## src/design/irc_pkg.sv

```systemverilog
/*
 * Constants for the infrared control register block: offsets, field positions,
 * reset values and operating modes.
 * Assumes a classic Wishbone slave on one 250 MHz clock with synchronous reset.
 */
// What this block does
// [RL1] Reset clears the whole control register to zero.
// [RL2] Transmit enable set to one starts sending data held in the FIFO.
// [RL3] Transmit enable written zero stops transmission activity; the code still sends a check sequence and end flag the sender has begun.
// [RL4] Receive enable set to one starts accepting incoming receiver data.
// [RL5] Receive enable written zero moves receiver into receive-ending state.
// [RL6] After end request, next FIFO write is marked as the frame's last byte; the code does not mark a write in the first cycle after the request is set.
// [RL7] After that last byte, check sequence and end flag follow as one frame.
// [RL8] End request clears itself once the terminated frame has been sent.
// [RL9] Software sets threshold to maximum or disables character counter first.
// [RL10] End request is honoured in extended-SIR, MIR, FIR; ignored in SIR.
// [RL11] Bits three to seven store written values and read them back.
package irc_pkg;

    ////////////////////////////////////////////////////////////////////////////
    // Register map (byte addresses, one word per register)
    localparam logic [3:0] ADDR_CTRL_ONE  = 4'h4;  // infrared_control_one
    localparam logic [3:0] ADDR_MODE      = 4'h8;  // operating mode select
    localparam logic [3:0] ADDR_STATUS    = 4'hc;  // engine status, read only

    localparam logic [7:0] CTRL_RESET     = 8'h00;

    // Field positions in infrared_control_one
    localparam int TX_EN_BIT   = 0;
    localparam int RX_EN_BIT   = 1;
    localparam int FEND_BIT    = 2;

    // Status word field positions
    localparam int ST_TX_BUSY  = 0;
    localparam int ST_RX_ACT   = 1;
    localparam int ST_RX_END   = 2;
    localparam int ST_LAST_ARM = 3;

    // Operating modes
    typedef enum logic [1:0] {
        IRC_MODE_SIR,
        IRC_MODE_XSIR,
        IRC_MODE_MIR,
        IRC_MODE_FIR
    } irc_mode_e;

    // Frame tail: check sequence bytes then one end flag
    localparam logic [7:0] END_FLAG   = 8'h7e;
    localparam logic [1:0] FCS_BYTES  = 2'h2;
    localparam logic [15:0] FCS_INIT  = 16'hffff;
    localparam logic [15:0] FCS_POLY  = 16'h8408;

endpackage

```

## src/design/irc_byte_if.sv

```systemverilog
/*
 * Byte stream carrier between the control core and the frame sender.
 * Assumes both ends share clk_i.
 */
interface irc_byte_if;
    logic       valid;
    logic [7:0] data;
    logic       last;
    logic       ready;
    logic       done;   // Pulse: whole frame tail sent
    logic       plain;  // Byte sent outside any frame

    modport src (output valid, output data, output last, output plain, input ready, input done);
    modport snk (input valid, input data, input last, input plain, output ready, output done);
endinterface

```

## src/design/irc_tail_sender.sv

```systemverilog
/*
 * Frame sender: passes payload bytes to the line and, after a byte marked last,
 * appends the check sequence and the end flag.
 * Assumes the line side accepts one byte when line_ready_i is high.
 */
module irc_tail_sender (
    // Clock and reset
    input  wire logic       clk_i,
    input  wire logic       rst_i,
    // Byte stream from core
    irc_byte_if.snk         s,
    // Line side
    output logic            line_valid_o,
    output logic [7:0]      line_data_o,
    input  wire logic       line_ready_i
);

    typedef enum logic [1:0] {SND_DATA, SND_FCS, SND_FLAG} irc_snd_e;

    irc_snd_e    state;
    logic [15:0] fcs;
    logic [1:0]  fcs_cnt;
    logic        flag_on;   // End flag is the byte on the line

    // Bitwise check sequence update over one byte
    function automatic logic [15:0] fcs_next(input logic [15:0] c, input logic [7:0] d);
        logic [15:0] r;
        r = c;
        for (int i = 0; i < 8; i++) begin
            r = (r[0] ^ d[i]) ? ((r >> 1) ^ irc_pkg::FCS_POLY) : (r >> 1);
        end
        return r;
    endfunction

    wire take = line_ready_i || !line_valid_o;

    assign s.ready = (state == SND_DATA) && take;

    // Sequence data, then check bytes, then end flag
    // [RL7] append tail
    always_ff @(posedge clk_i) begin
        if (rst_i) begin
            state        <= SND_DATA;
            fcs          <= irc_pkg::FCS_INIT;
            fcs_cnt      <= 2'h0;
            line_valid_o <= 1'b0;
            line_data_o  <= 8'h00;
            s.done       <= 1'b0;
            flag_on      <= 1'b0;
        end else begin
            s.done <= 1'b0;
            if (take) begin
                line_valid_o <= 1'b0;
                flag_on      <= 1'b0;
                // [RL8] done once flag left
                if (line_valid_o && flag_on) begin
                    s.done <= 1'b1;
                end
                unique case (state)
                    SND_DATA: if (s.valid) begin
                        line_valid_o <= 1'b1;
                        line_data_o  <= s.data;
                        // Plain bytes leave no stale check state behind
                        fcs          <= s.plain ? irc_pkg::FCS_INIT : fcs_next(fcs, s.data);
                        if (s.last) begin
                            state   <= SND_FCS;
                            fcs_cnt <= 2'h0;
                        end
                    end
                    SND_FCS: begin
                        line_valid_o <= 1'b1;
                        line_data_o  <= (fcs_cnt == 2'h0) ? ~fcs[7:0] : ~fcs[15:8];
                        fcs_cnt      <= fcs_cnt + 2'h1;
                        if (fcs_cnt + 2'h1 == irc_pkg::FCS_BYTES) begin
                            state <= SND_FLAG;
                        end
                    end
                    SND_FLAG: begin
                        line_valid_o <= 1'b1;
                        line_data_o  <= irc_pkg::END_FLAG;
                        fcs          <= irc_pkg::FCS_INIT;
                        state        <= SND_DATA;
                        flag_on      <= 1'b1;
                    end
                endcase
            end
        end
    end

endmodule

```

## src/design/irc_ctrl.sv

```systemverilog
/*
 * Infrared control register block: transmit and receive enables and the
 * self-clearing frame end request, behind a classic Wishbone slave.
 * Assumes an external FIFO feeding tx bytes, a receiver on ir_rx_i, one clock.
 */
module irc_ctrl (
    // Clock and reset
    input  wire logic        clk_i,
    input  wire logic        rst_i,
    // Wishbone slave
    input  wire logic        wb_cyc_i,
    input  wire logic        wb_stb_i,
    input  wire logic        wb_we_i,
    input  wire logic [3:0]  wb_adr_i,
    input  wire logic [3:0]  wb_sel_i,
    input  wire logic [31:0] wb_dat_i,
    output logic [31:0]      wb_dat_o,
    output logic             wb_ack_o,
    // Transmit FIFO read side
    input  wire logic        txf_valid_i,
    input  wire logic [7:0]  txf_data_i,
    input  wire logic        txf_wr_i,
    output logic             txf_pop_o,
    // Infrared line
    output logic             ir_tx_valid_o,
    output logic [7:0]       ir_tx_data_o,
    input  wire logic        ir_tx_ready_i,
    input  wire logic        ir_rx_i,
    // Receiver control
    output logic             rx_active_o,
    output logic             rx_ending_o
);

    ////////////////////////////////////////////////////////////////////////////
    // Registers
    logic [7:0]              ctrl;
    irc_pkg::irc_mode_e      mode;
    logic                    last_armed;
    logic                    tail_pending;
    logic                    wr_pend;
    logic [2:0]              rx_sync;
    logic                    rx_bit;
    logic                    tx_hold_v;
    logic [7:0]              tx_hold_d;
    logic                    tx_hold_l;
    logic                    next_fend_clr;
    // FIFO level counter: holds a level of 0 to 32
    localparam int           LVL_W   = 6;
    localparam logic [LVL_W-1:0] LVL_ONE = 6'h01;
    logic [LVL_W-1:0]        tx_lvl;
    logic [LVL_W-1:0]        tx_ahead;

    irc_byte_if bif ();

    // Framed modes honour the end request
    function automatic logic framed(input irc_pkg::irc_mode_e m);
        return m != irc_pkg::IRC_MODE_SIR;
    endfunction

    wire bus_req  = wb_cyc_i && wb_stb_i && !wb_ack_o;
    wire wr_ctrl  = bus_req && wb_we_i && wb_sel_i[0] && wb_adr_i == irc_pkg::ADDR_CTRL_ONE;
    wire wr_mode  = bus_req && wb_we_i && wb_sel_i[0] && wb_adr_i == irc_pkg::ADDR_MODE;
    wire tx_en    = ctrl[irc_pkg::TX_EN_BIT];
    wire fend     = ctrl[irc_pkg::FEND_BIT];
    wire arm_now  = fend && txf_wr_i && !last_armed && !tail_pending && !wr_pend;

    ////////////////////////////////////////////////////////////////////////////
    // Bus answer: one wait-free ack per request
    always_ff @(posedge clk_i) begin
        if (rst_i) begin
            wb_ack_o <= 1'b0;
            wb_dat_o <= 32'h0;
        end else begin
            wb_ack_o <= bus_req;
            wb_dat_o <= 32'h0;
            if (bus_req && !wb_we_i) begin
                unique case (wb_adr_i)
                    irc_pkg::ADDR_CTRL_ONE: wb_dat_o <= {24'h0, ctrl};
                    irc_pkg::ADDR_MODE:     wb_dat_o <= {30'h0, mode};
                    irc_pkg::ADDR_STATUS:   wb_dat_o <= {28'h0, last_armed, rx_ending_o,
                                                         rx_active_o, tail_pending};
                    default:                wb_dat_o <= 32'h0;
                endcase
            end
        end
    end

    ////////////////////////////////////////////////////////////////////////////
    // Control register; a write setting the end request wins over its hardware clear
    // [RL8] self clear
    assign next_fend_clr = bif.done || (fend && !framed(mode));
    always_ff @(posedge clk_i) begin
        // [RL1] reset zero
        if (rst_i) begin
            ctrl <= irc_pkg::CTRL_RESET;
        end else begin
            // [RL11] upper bits stored
            if (wr_ctrl) begin
                ctrl <= wb_dat_i[7:0];
            end
            // [RL10] ignored in SIR
            if (next_fend_clr && !(wr_ctrl && wb_dat_i[irc_pkg::FEND_BIT])) begin
                ctrl[irc_pkg::FEND_BIT] <= 1'b0;
            end
        end
    end

    // Mode register
    always_ff @(posedge clk_i) begin
        if (rst_i) begin
            mode <= irc_pkg::IRC_MODE_SIR;
        end else if (wr_mode) begin
            mode <= irc_pkg::irc_mode_e'(wb_dat_i[1:0]);
        end
    end

    ////////////////////////////////////////////////////////////////////////////
    // Arm on the first FIFO write after the request is set, skipping a write in the very next cycle
    // [RL6] mark next write
    always_ff @(posedge clk_i) begin
        if (rst_i) begin
            wr_pend    <= 1'b0;
            last_armed <= 1'b0;
        end else begin
            wr_pend <= wr_ctrl && wb_dat_i[irc_pkg::FEND_BIT] && framed(mode);
            if (!fend) begin
                last_armed <= 1'b0;
            end else if (arm_now) begin
                last_armed <= 1'b1;
            end
        end
    end

    // Bytes queued up to the armed one; older bytes leave first
    // [RL6] locate armed byte
    always_ff @(posedge clk_i) begin
        if (rst_i) begin
            tx_lvl   <= '0;
            tx_ahead <= '0;
        end else begin
            tx_lvl <= tx_lvl + LVL_W'(txf_wr_i) - LVL_W'(txf_pop_o);
            if (arm_now) begin
                tx_ahead <= tx_lvl + LVL_ONE - LVL_W'(txf_pop_o);
            end else if (txf_pop_o && tx_ahead != '0) begin
                tx_ahead <= tx_ahead - LVL_ONE;
            end
        end
    end

    // FIFO drain into the sender; the armed byte is the last one queued
    // [RL2] send when enabled
    // [RL3] stop when cleared
    assign txf_pop_o = tx_en && txf_valid_i && (!tx_hold_v || bif.ready) && !tail_pending;
    wire pop_last    = txf_pop_o && last_armed && fend && framed(mode) && tx_ahead == LVL_ONE;
    always_ff @(posedge clk_i) begin
        if (rst_i) begin
            tx_hold_v    <= 1'b0;
            tx_hold_d    <= 8'h00;
            tx_hold_l    <= 1'b0;
            tail_pending <= 1'b0;
        end else begin
            if (bif.ready && bif.valid) begin
                tx_hold_v <= 1'b0;
            end
            if (txf_pop_o) begin
                tx_hold_v <= 1'b1;
                tx_hold_d <= txf_data_i;
                tx_hold_l <= pop_last;
                if (pop_last) begin
                    tail_pending <= 1'b1;
                end
            end
            if (bif.done) begin
                tail_pending <= 1'b0;
            end
        end
    end

    assign bif.valid = tx_hold_v && tx_en;
    assign bif.data  = tx_hold_d;
    assign bif.last  = tx_hold_l;
    assign bif.plain = !framed(mode);

    irc_tail_sender u_sender (
        .clk_i        (clk_i),
        .rst_i        (rst_i),
        .s            (bif),
        .line_valid_o (ir_tx_valid_o),
        .line_data_o  (ir_tx_data_o),
        .line_ready_i (ir_tx_ready_i)
    );

    ////////////////////////////////////////////////////////////////////////////
    // Receiver input: three stages, change accepted when last two agree
    always_ff @(posedge clk_i) begin
        if (rst_i) begin
            rx_sync <= 3'h0;
            rx_bit  <= 1'b0;
        end else begin
            rx_sync <= {rx_sync[1:0], ir_rx_i};
            if (rx_sync[1] == rx_sync[2]) begin
                rx_bit <= rx_sync[2];
            end
        end
    end

    // Receiver state
    // [RL4] start receive
    // [RL5] receive ending
    always_ff @(posedge clk_i) begin
        if (rst_i) begin
            rx_active_o <= 1'b0;
            rx_ending_o <= 1'b0;
        end else begin
            if (ctrl[irc_pkg::RX_EN_BIT]) begin
                rx_active_o <= 1'b1;
                rx_ending_o <= 1'b0;
            end else if (rx_active_o) begin
                rx_active_o <= 1'b0;
                rx_ending_o <= 1'b1;
            end else if (!rx_bit) begin
                rx_ending_o <= 1'b0;  // Line idle: ending complete
            end
        end
    end

endmodule

```

## config.mk

```make
export PLATFORM = sky130hd
export DESIGN_NAME = irc_ctrl
export DESIGN_NICKNAME = d
export VERILOG_FILES = /design/src/design/irc_pkg.sv /design/src/design/irc_byte_if.sv /design/src/design/irc_tail_sender.sv /design/src/design/irc_ctrl.sv
export SDC_FILE = /design/constraint.sdc
export NUM_CORES = 1
export LEC_CHECK = 0
export BUFFER_PORTS_ARGS = -buffer_cell sky130_fd_sc_hd__clkbuf_2
export CAP_MARGIN = 25
export CORE_ASPECT_RATIO = 0.75
export CORE_MARGIN = 2
export CORE_UTILIZATION = 49
export CTS_BUF_LIST = sky130_fd_sc_hd__clkbuf_4 sky130_fd_sc_hd__clkbuf_8
export DETAILED_ROUTE_END_ITERATION = 7
export PLACE_DENSITY = 0.73
export SKIP_LAST_GASP = 1
export SLEW_MARGIN = 10
export SYNTH_ARGS = -nofsm -noshare
export SYNTH_HDL_FRONTEND = slang
export SYNTH_SLANG_ARGS = --single-unit
```

## constraint.sdc

```tcl
create_clock -name clk_i -period 8.2 [get_ports clk_i]
set_input_delay 1.23 -clock clk_i [delete_from_list [all_inputs] [get_ports clk_i]]
set_output_delay 1.23 -clock clk_i [all_outputs]
set_load 0.05 [all_outputs]
```

; ---- Yosys cells after proc, flatten, opt, wreduce, memory -nomap -nowiden
; Index checks and enable logic that the tools add are counted.
[op_classes]
addsub = 6
muxes = 33
reduce_logical = 59
n_eq_ne = 12
n_bitwise = 21
[op_table]
columns = operator, count
row1 = two-way mux 16 bit, 10
row2 = one-hot mux 8 bit (3 select lines), 2
row3 = one-hot mux 16 bit (2 select lines), 1
row4 = logical AND 1 bit, 27
row5 = NOT 2 -> 3 bit, 8
row6 = two-way mux 8 bit, 2
row7 = NOT 8 bit, 2
row8 = OR reduction 2 bit, 7
row9 = two-way mux 6 bit, 2
row10 = subtractor 6 x 1 -> 6 bit, 2
row11 = two-way mux 2 bit, 5
row12 = nonzero test 2 bit, 5
row13 = zero test 1 bit, 9
row14 = == test 4 bit (second input constant), 2
row15 = two-way mux 1 bit, 8
row16 = AND reduction 4 bit, 2
row17 = XOR 1 bit, 8
row18 = adder 6 x 1 -> 6 bit, 1
row19 = adder 6 x 1 -> 6 bit (second input constant), 1
row20 = == test 6 x 1 -> 1 bit (second input constant), 1
row21 = != test 2 bit (second input constant), 3
row22 = one-hot mux 2 bit (3 select lines), 1
row23 = nonzero test 6 bit, 1
row24 = subtractor 6 x 1 -> 6 bit (second input constant), 1
row25 = other kinds (13), 20
[totals]
output_inout_bits = 45
wordCells = 155
ff_bits = 105

; ---- Logic depth before layout (Yosys ltp)
[depth]
word_depth = 19
mapped_depth = 16
mapped_depth_nobuf = 14

; ---- Modules after synthesis
; Synthesis repeated with hierarchy kept, for this count alone.
[hier_totals]
cells_unflattened = 450
hier_area_um2 = 4063.9
[modules_own_cells]
columns = mod, seq_area_each_um2, instances, cells_per_inst, area_each_um2
row1 = irc_ctrl, 1001.0, 1, 272, 2432.3
row2 = irc_tail_sender, 620.6, 1, 178, 1631.6

; ---- Worst setup path after synthesis
; No wires, ideal clock.
[synth_timing]
kind = input-to-reg
from = input port ir_tx_ready_i
to = register tx_lvl[5]
cell_stages = 13
setup_ps = 62
required_time_ps = 8138
n_path_buf = 2
slack_ps = 4736
t_arrival_ps = 3402
cell_sequence = nor2b_1 -> buf_6 -> o21ai_2 -> nand2_1 -> inv_1 -> buf_2 -> ha_1 -> inv_1 -> ha_1 -> a21o_1 -> a21oi_1 -> or4_1 -> nand3_1
[synth_between]
elab_chain_len = 6
[synth_lines]
columns = element, line_no
row1 = "start, declared", irc_ctrl.sv:27  ; input wire logic ir_tx_ready_i,
row2 = logical OR 1 bit, irc_tail_sender.sv:35  ; wire take = line_ready_i || !line_valid_o;
row3 = logical AND 1 bit, irc_tail_sender.sv:37  ; assign s.ready = (state == SND_DATA) && take;
row4 = logical OR 1 bit, irc_ctrl.sv:153  ; assign txf_pop_o = tx_en && txf_valid_i && (!tx_hold_v || bif.ready) && !tail_pending;
row5 = logical AND 1 bit (2 in series), irc_ctrl.sv:153
row6 = named net txf_pop_o, irc_ctrl.sv:23  ; output logic txf_pop_o,
row7 = subtractor 6 x 1 -> 6 bit, irc_ctrl.sv:141  ; tx_lvl <= tx_lvl + LVL_W'(txf_wr_i) - LVL_W'(txf_pop_o);
row8 = "end signal, assigned", irc_ctrl.sv:141
row9 = "end, declared", irc_ctrl.sv:50  ; logic [LVL_W-1:0] tx_lvl;
; The timed path passes the listed nets, and every way through them passes these cells.
; A chain may end at the register's enable or synchronous reset.

; ---- Worst setup path after layout
[layout_timing]
from = input port ir_tx_ready_i
to = output port txf_pop_o
[layout_between]
elab_chain_len = 5
[layout_lines]
columns = element, line_no
row1 = logical OR 1 bit, irc_tail_sender.sv:35
row2 = logical AND 1 bit, irc_tail_sender.sv:37
row3 = logical OR 1 bit, irc_ctrl.sv:153
row4 = logical AND 1 bit (2 in series), irc_ctrl.sv:153
row5 = "end, declared", irc_ctrl.sv:23
; Every way passes these cells.

==> key figures <==
Pwr
  – Peak VDD IR: 0.0889 mV
  – Leakage: 1.79 nW
  – Pwr Density: 192 mW/mm^2

Timing
  – Final setup violation count: 0
  – Fin. max-slew vios: 0
  – Least-Margin Pin Slew: 0.667 ns
  – Final min period: 4.36 ns
  – RSZ-0062 raised after global routing: no
  – Fin Setup TNS: 0 ns
  – Final Hold Fails: 0
  – Relative slew slack: 0.555
  – Worst clock skew: 0.00787 ns
  – Period Utilization, post-route: 0.532
  – Hold Slack: 0.436 ns
  – FMAX: 0.229 GHz

Global route
  – Gr usage total: 0.189
  – Grt ovf: 0
  – First-pass GRT wire length: 13.1 mm
  – Initial antenna violation count: 0
  – Largest net degree at the start of global routing: 65
  – Vias in the first global route: 2807

Floorplanning
  – Die ar.: 0.00897 mm^2
  – Die width: 109 um
  – Core area: 0.00792 mm^2
  – Initial core utilization: 0.509
  – Die Ht: 82.5 um
  – Std cell rows: 28
  – I/O pin count: 102

Detailed routing
  – Post-DRT Antenna Nets: 0
  – Routed len/inst: 13.6 um
  – 1st-iter DRT viols: 200
  – Drt total wl: 8.33 mm
  – Drt drc: 0
  – 1st-pass router iterations: 4
  – Via count: 3193
  – Drt via density: 5.22

Placed design
  – Placed inst area: 0.00422 mm^2
  – Port Buf Inserts: 50
  – Gp weighted congestion: 0.811
  – Post-DP HPWL: 6.00 mm

Clocking
  – CTS tree: yes
  – Reg clk slew, reported paths: 0.08 ns
  – Clock sink count: 81
  – Setup Buffers After CTS: 0
  – Num CTS Buffers: 9
  – H-Tree Depth: 3
  – Hold-fix buffers, CTS: 0
  – Worst-Skew Late Latency: 0.36 ns
  – Root Driver: clkbuf_8
  – Max Root-Sink Buffers: 2
  – Post-cts sizing count: 0

Synthesis
  – Seq/Total Area, Yosys: 0.402
  – Gate count after technology mapping: 462
  – Mean Syn Cell Area: 8.72 um^2
  – Top FF cell, synth: dfxtp_1
  – Largest cells by area after synthesis: dfxtp_1 (40%), xnor2_1 (5.9%), ha_1 (5.6%)
  – Top cells by count, synth: dfxtp_1 (81), nor2_1 (47), nand2_1 (44)
  – Cell with the most instances after synthesis: dfxtp_1
  – Synth Register Bits: 81
  – Post-synth top area share: 0.402
  – Ys async rst share: 0
  – Synthesized area: 0.00403 mm^2
  – Yosys warns: 0
  – Most area-hungry cell type in the Yosys netlist: dfxtp_1
  – Post-synth EDFFs: 0
  – Netlist cell types: 51

Setup path
  – Crit end category: primary output
  – CP arrival: 3.13 ns
  – Worst path most repeated cell: clkbuf_2
  – Setup crit start kind: primary input
  – Crit Path Max Fanout: 14
  – Worst-path cell chain: clkbuf_2, nor2b_1, o21ai_2, nand2_1, inv_1, clkbuf_2
  – Slowest stage delay, CP: 0.48 ns
  – Worst path required time: 6.97 ns
  – Slowest-stage cell, CP: nor2b_1
  – Setup CP Type: in -> out

Cells and area
  – Fin area: 0.00442 mm^2
  – Share of layout cells above drive strength 1: 0.152
  – N_diodes: 0
  – Area Growth Syn to Fin: 9.63%
  – Nets: 578
  – Final Core Density: 0.558

Worst hold path
  – HP Class: reg -> reg

Outcome
  – Status: finished, final reports clean

Run
  – # Max-Cap Violations: 0
==> where the power goes <==
group,internal [mW],leakage (nW),switching (mW)
Clock,0.147,0.100,0.143
Sequential,0.403,0.655,0.00628
Combinational,0.0570,1.04,0.0923
==> path summary, 6_finish.rpt <==
| check | from | endpoint | slack, ns | depth (start not counted) |
|---|---|---|---|---|
| worst min register to register | rx_sync[0] | rx_sync[1] | 0.44 | 1 |
| worst max-delay path | ir_tx_ready_i | txf_pop_o | 3.84 | 6 |
| worst min-delay path | rx_sync[0] | rx_sync[1] | 0.44 | 1 |
| worst max register to register | u_sender.state[1] | tx_lvl[5] | 4.76 | 13 |
==> layout make-up <==
class / instances / area, um^2
clock buffer: 11 / 139
clock inverter: 5 / 56.3
fill: 710 / 3500
inverter: 24 / 90.1
multi-input combinational: 333 / 2110
sequential: 81 / 1620
tap: 105 / 131
timing repair buffer: 53 / 270
==> flip-flops by register name, indices dropped and copies added, names as in the netlist, 2 cells and up <==
signal,cells
u_sender.fcs,16
bif.data,8
u_sender.line_data_o,8
rx_sync,3
ctrl,8
wb_dat_o,8
mode,2
u_sender.fcs_cnt,2
tx_lvl,6
u_sender.state,2
tx_ahead,6
==> layer usage <==
metal,part of all wire,track usage,vias up
li1,-,-,1617
met1,0.49,0.250,1474
met2,0.43,0.293,93
met3,0.065,0.0495,9
met4,0.014,0.0782,0
met5,0,0,-
==> worst max-delay path: cells and delay by family <==
kind	cells	cell delay, ns
simple gates	2	0.89
compound gates	1	0.20
buf+inv	3	0.81
==> cells in the final DEF (no fill, tap or decap), types with 2 or more instances in the layout <==
cell type	n
a211oi_1	8
a211oi_2	2
a21o_1	2
a21oi_1	38
a221oi_1	2
a22oi_1	3
and2_1	4
buf_4	2
clkbuf_2	51
clkbuf_4	2
clkbuf_8	9
clkinv_2	2
conb_1	24
dfxtp_1	81
ha_1	18
inv_1	24
mux2i_1	20
nand2_1	44
nand3_1	13
nand4_1	2
nor2_1	47
nor2b_1	9
nor3_1	16
o21ai_0	10
o22ai_1	7
o32a_1	5
or3_1	2
or4_1	2
xnor2_1	27
xor2_1	7
==> per-stage QoR <==
step / std cells / setup WS (ns) / power [mW]
after global routing: 612 / 3.74 / 0.890
after detailed placement: 595 / 3.87 / 0.568
after CTS: 611 / 3.88 / 0.853
after global placement: 595 / 3.89 / 0.564
after floorplan: 485 / 4.74 / 0.551
final: 612 / 3.84 / 0.848
==> cell families after synthesis <==
| family | after synthesis | share of synthesized area |
|---|---|---|
| and+or+nand+nor | 149 | 0.176 |
| adders and majority gates | 19 | 0.0609 |
| xor gates and xnor gates | 34 | 0.0739 |
| other | 1 | 0.000931 |
| buffers and inverters | 71 | 0.0956 |
| muxes | 21 | 0.0525 |
| AOI/OAI and AO/OA | 86 | 0.137 |
| DFF | 81 | 0.402 |
Power figures use the tool's default switching activity.
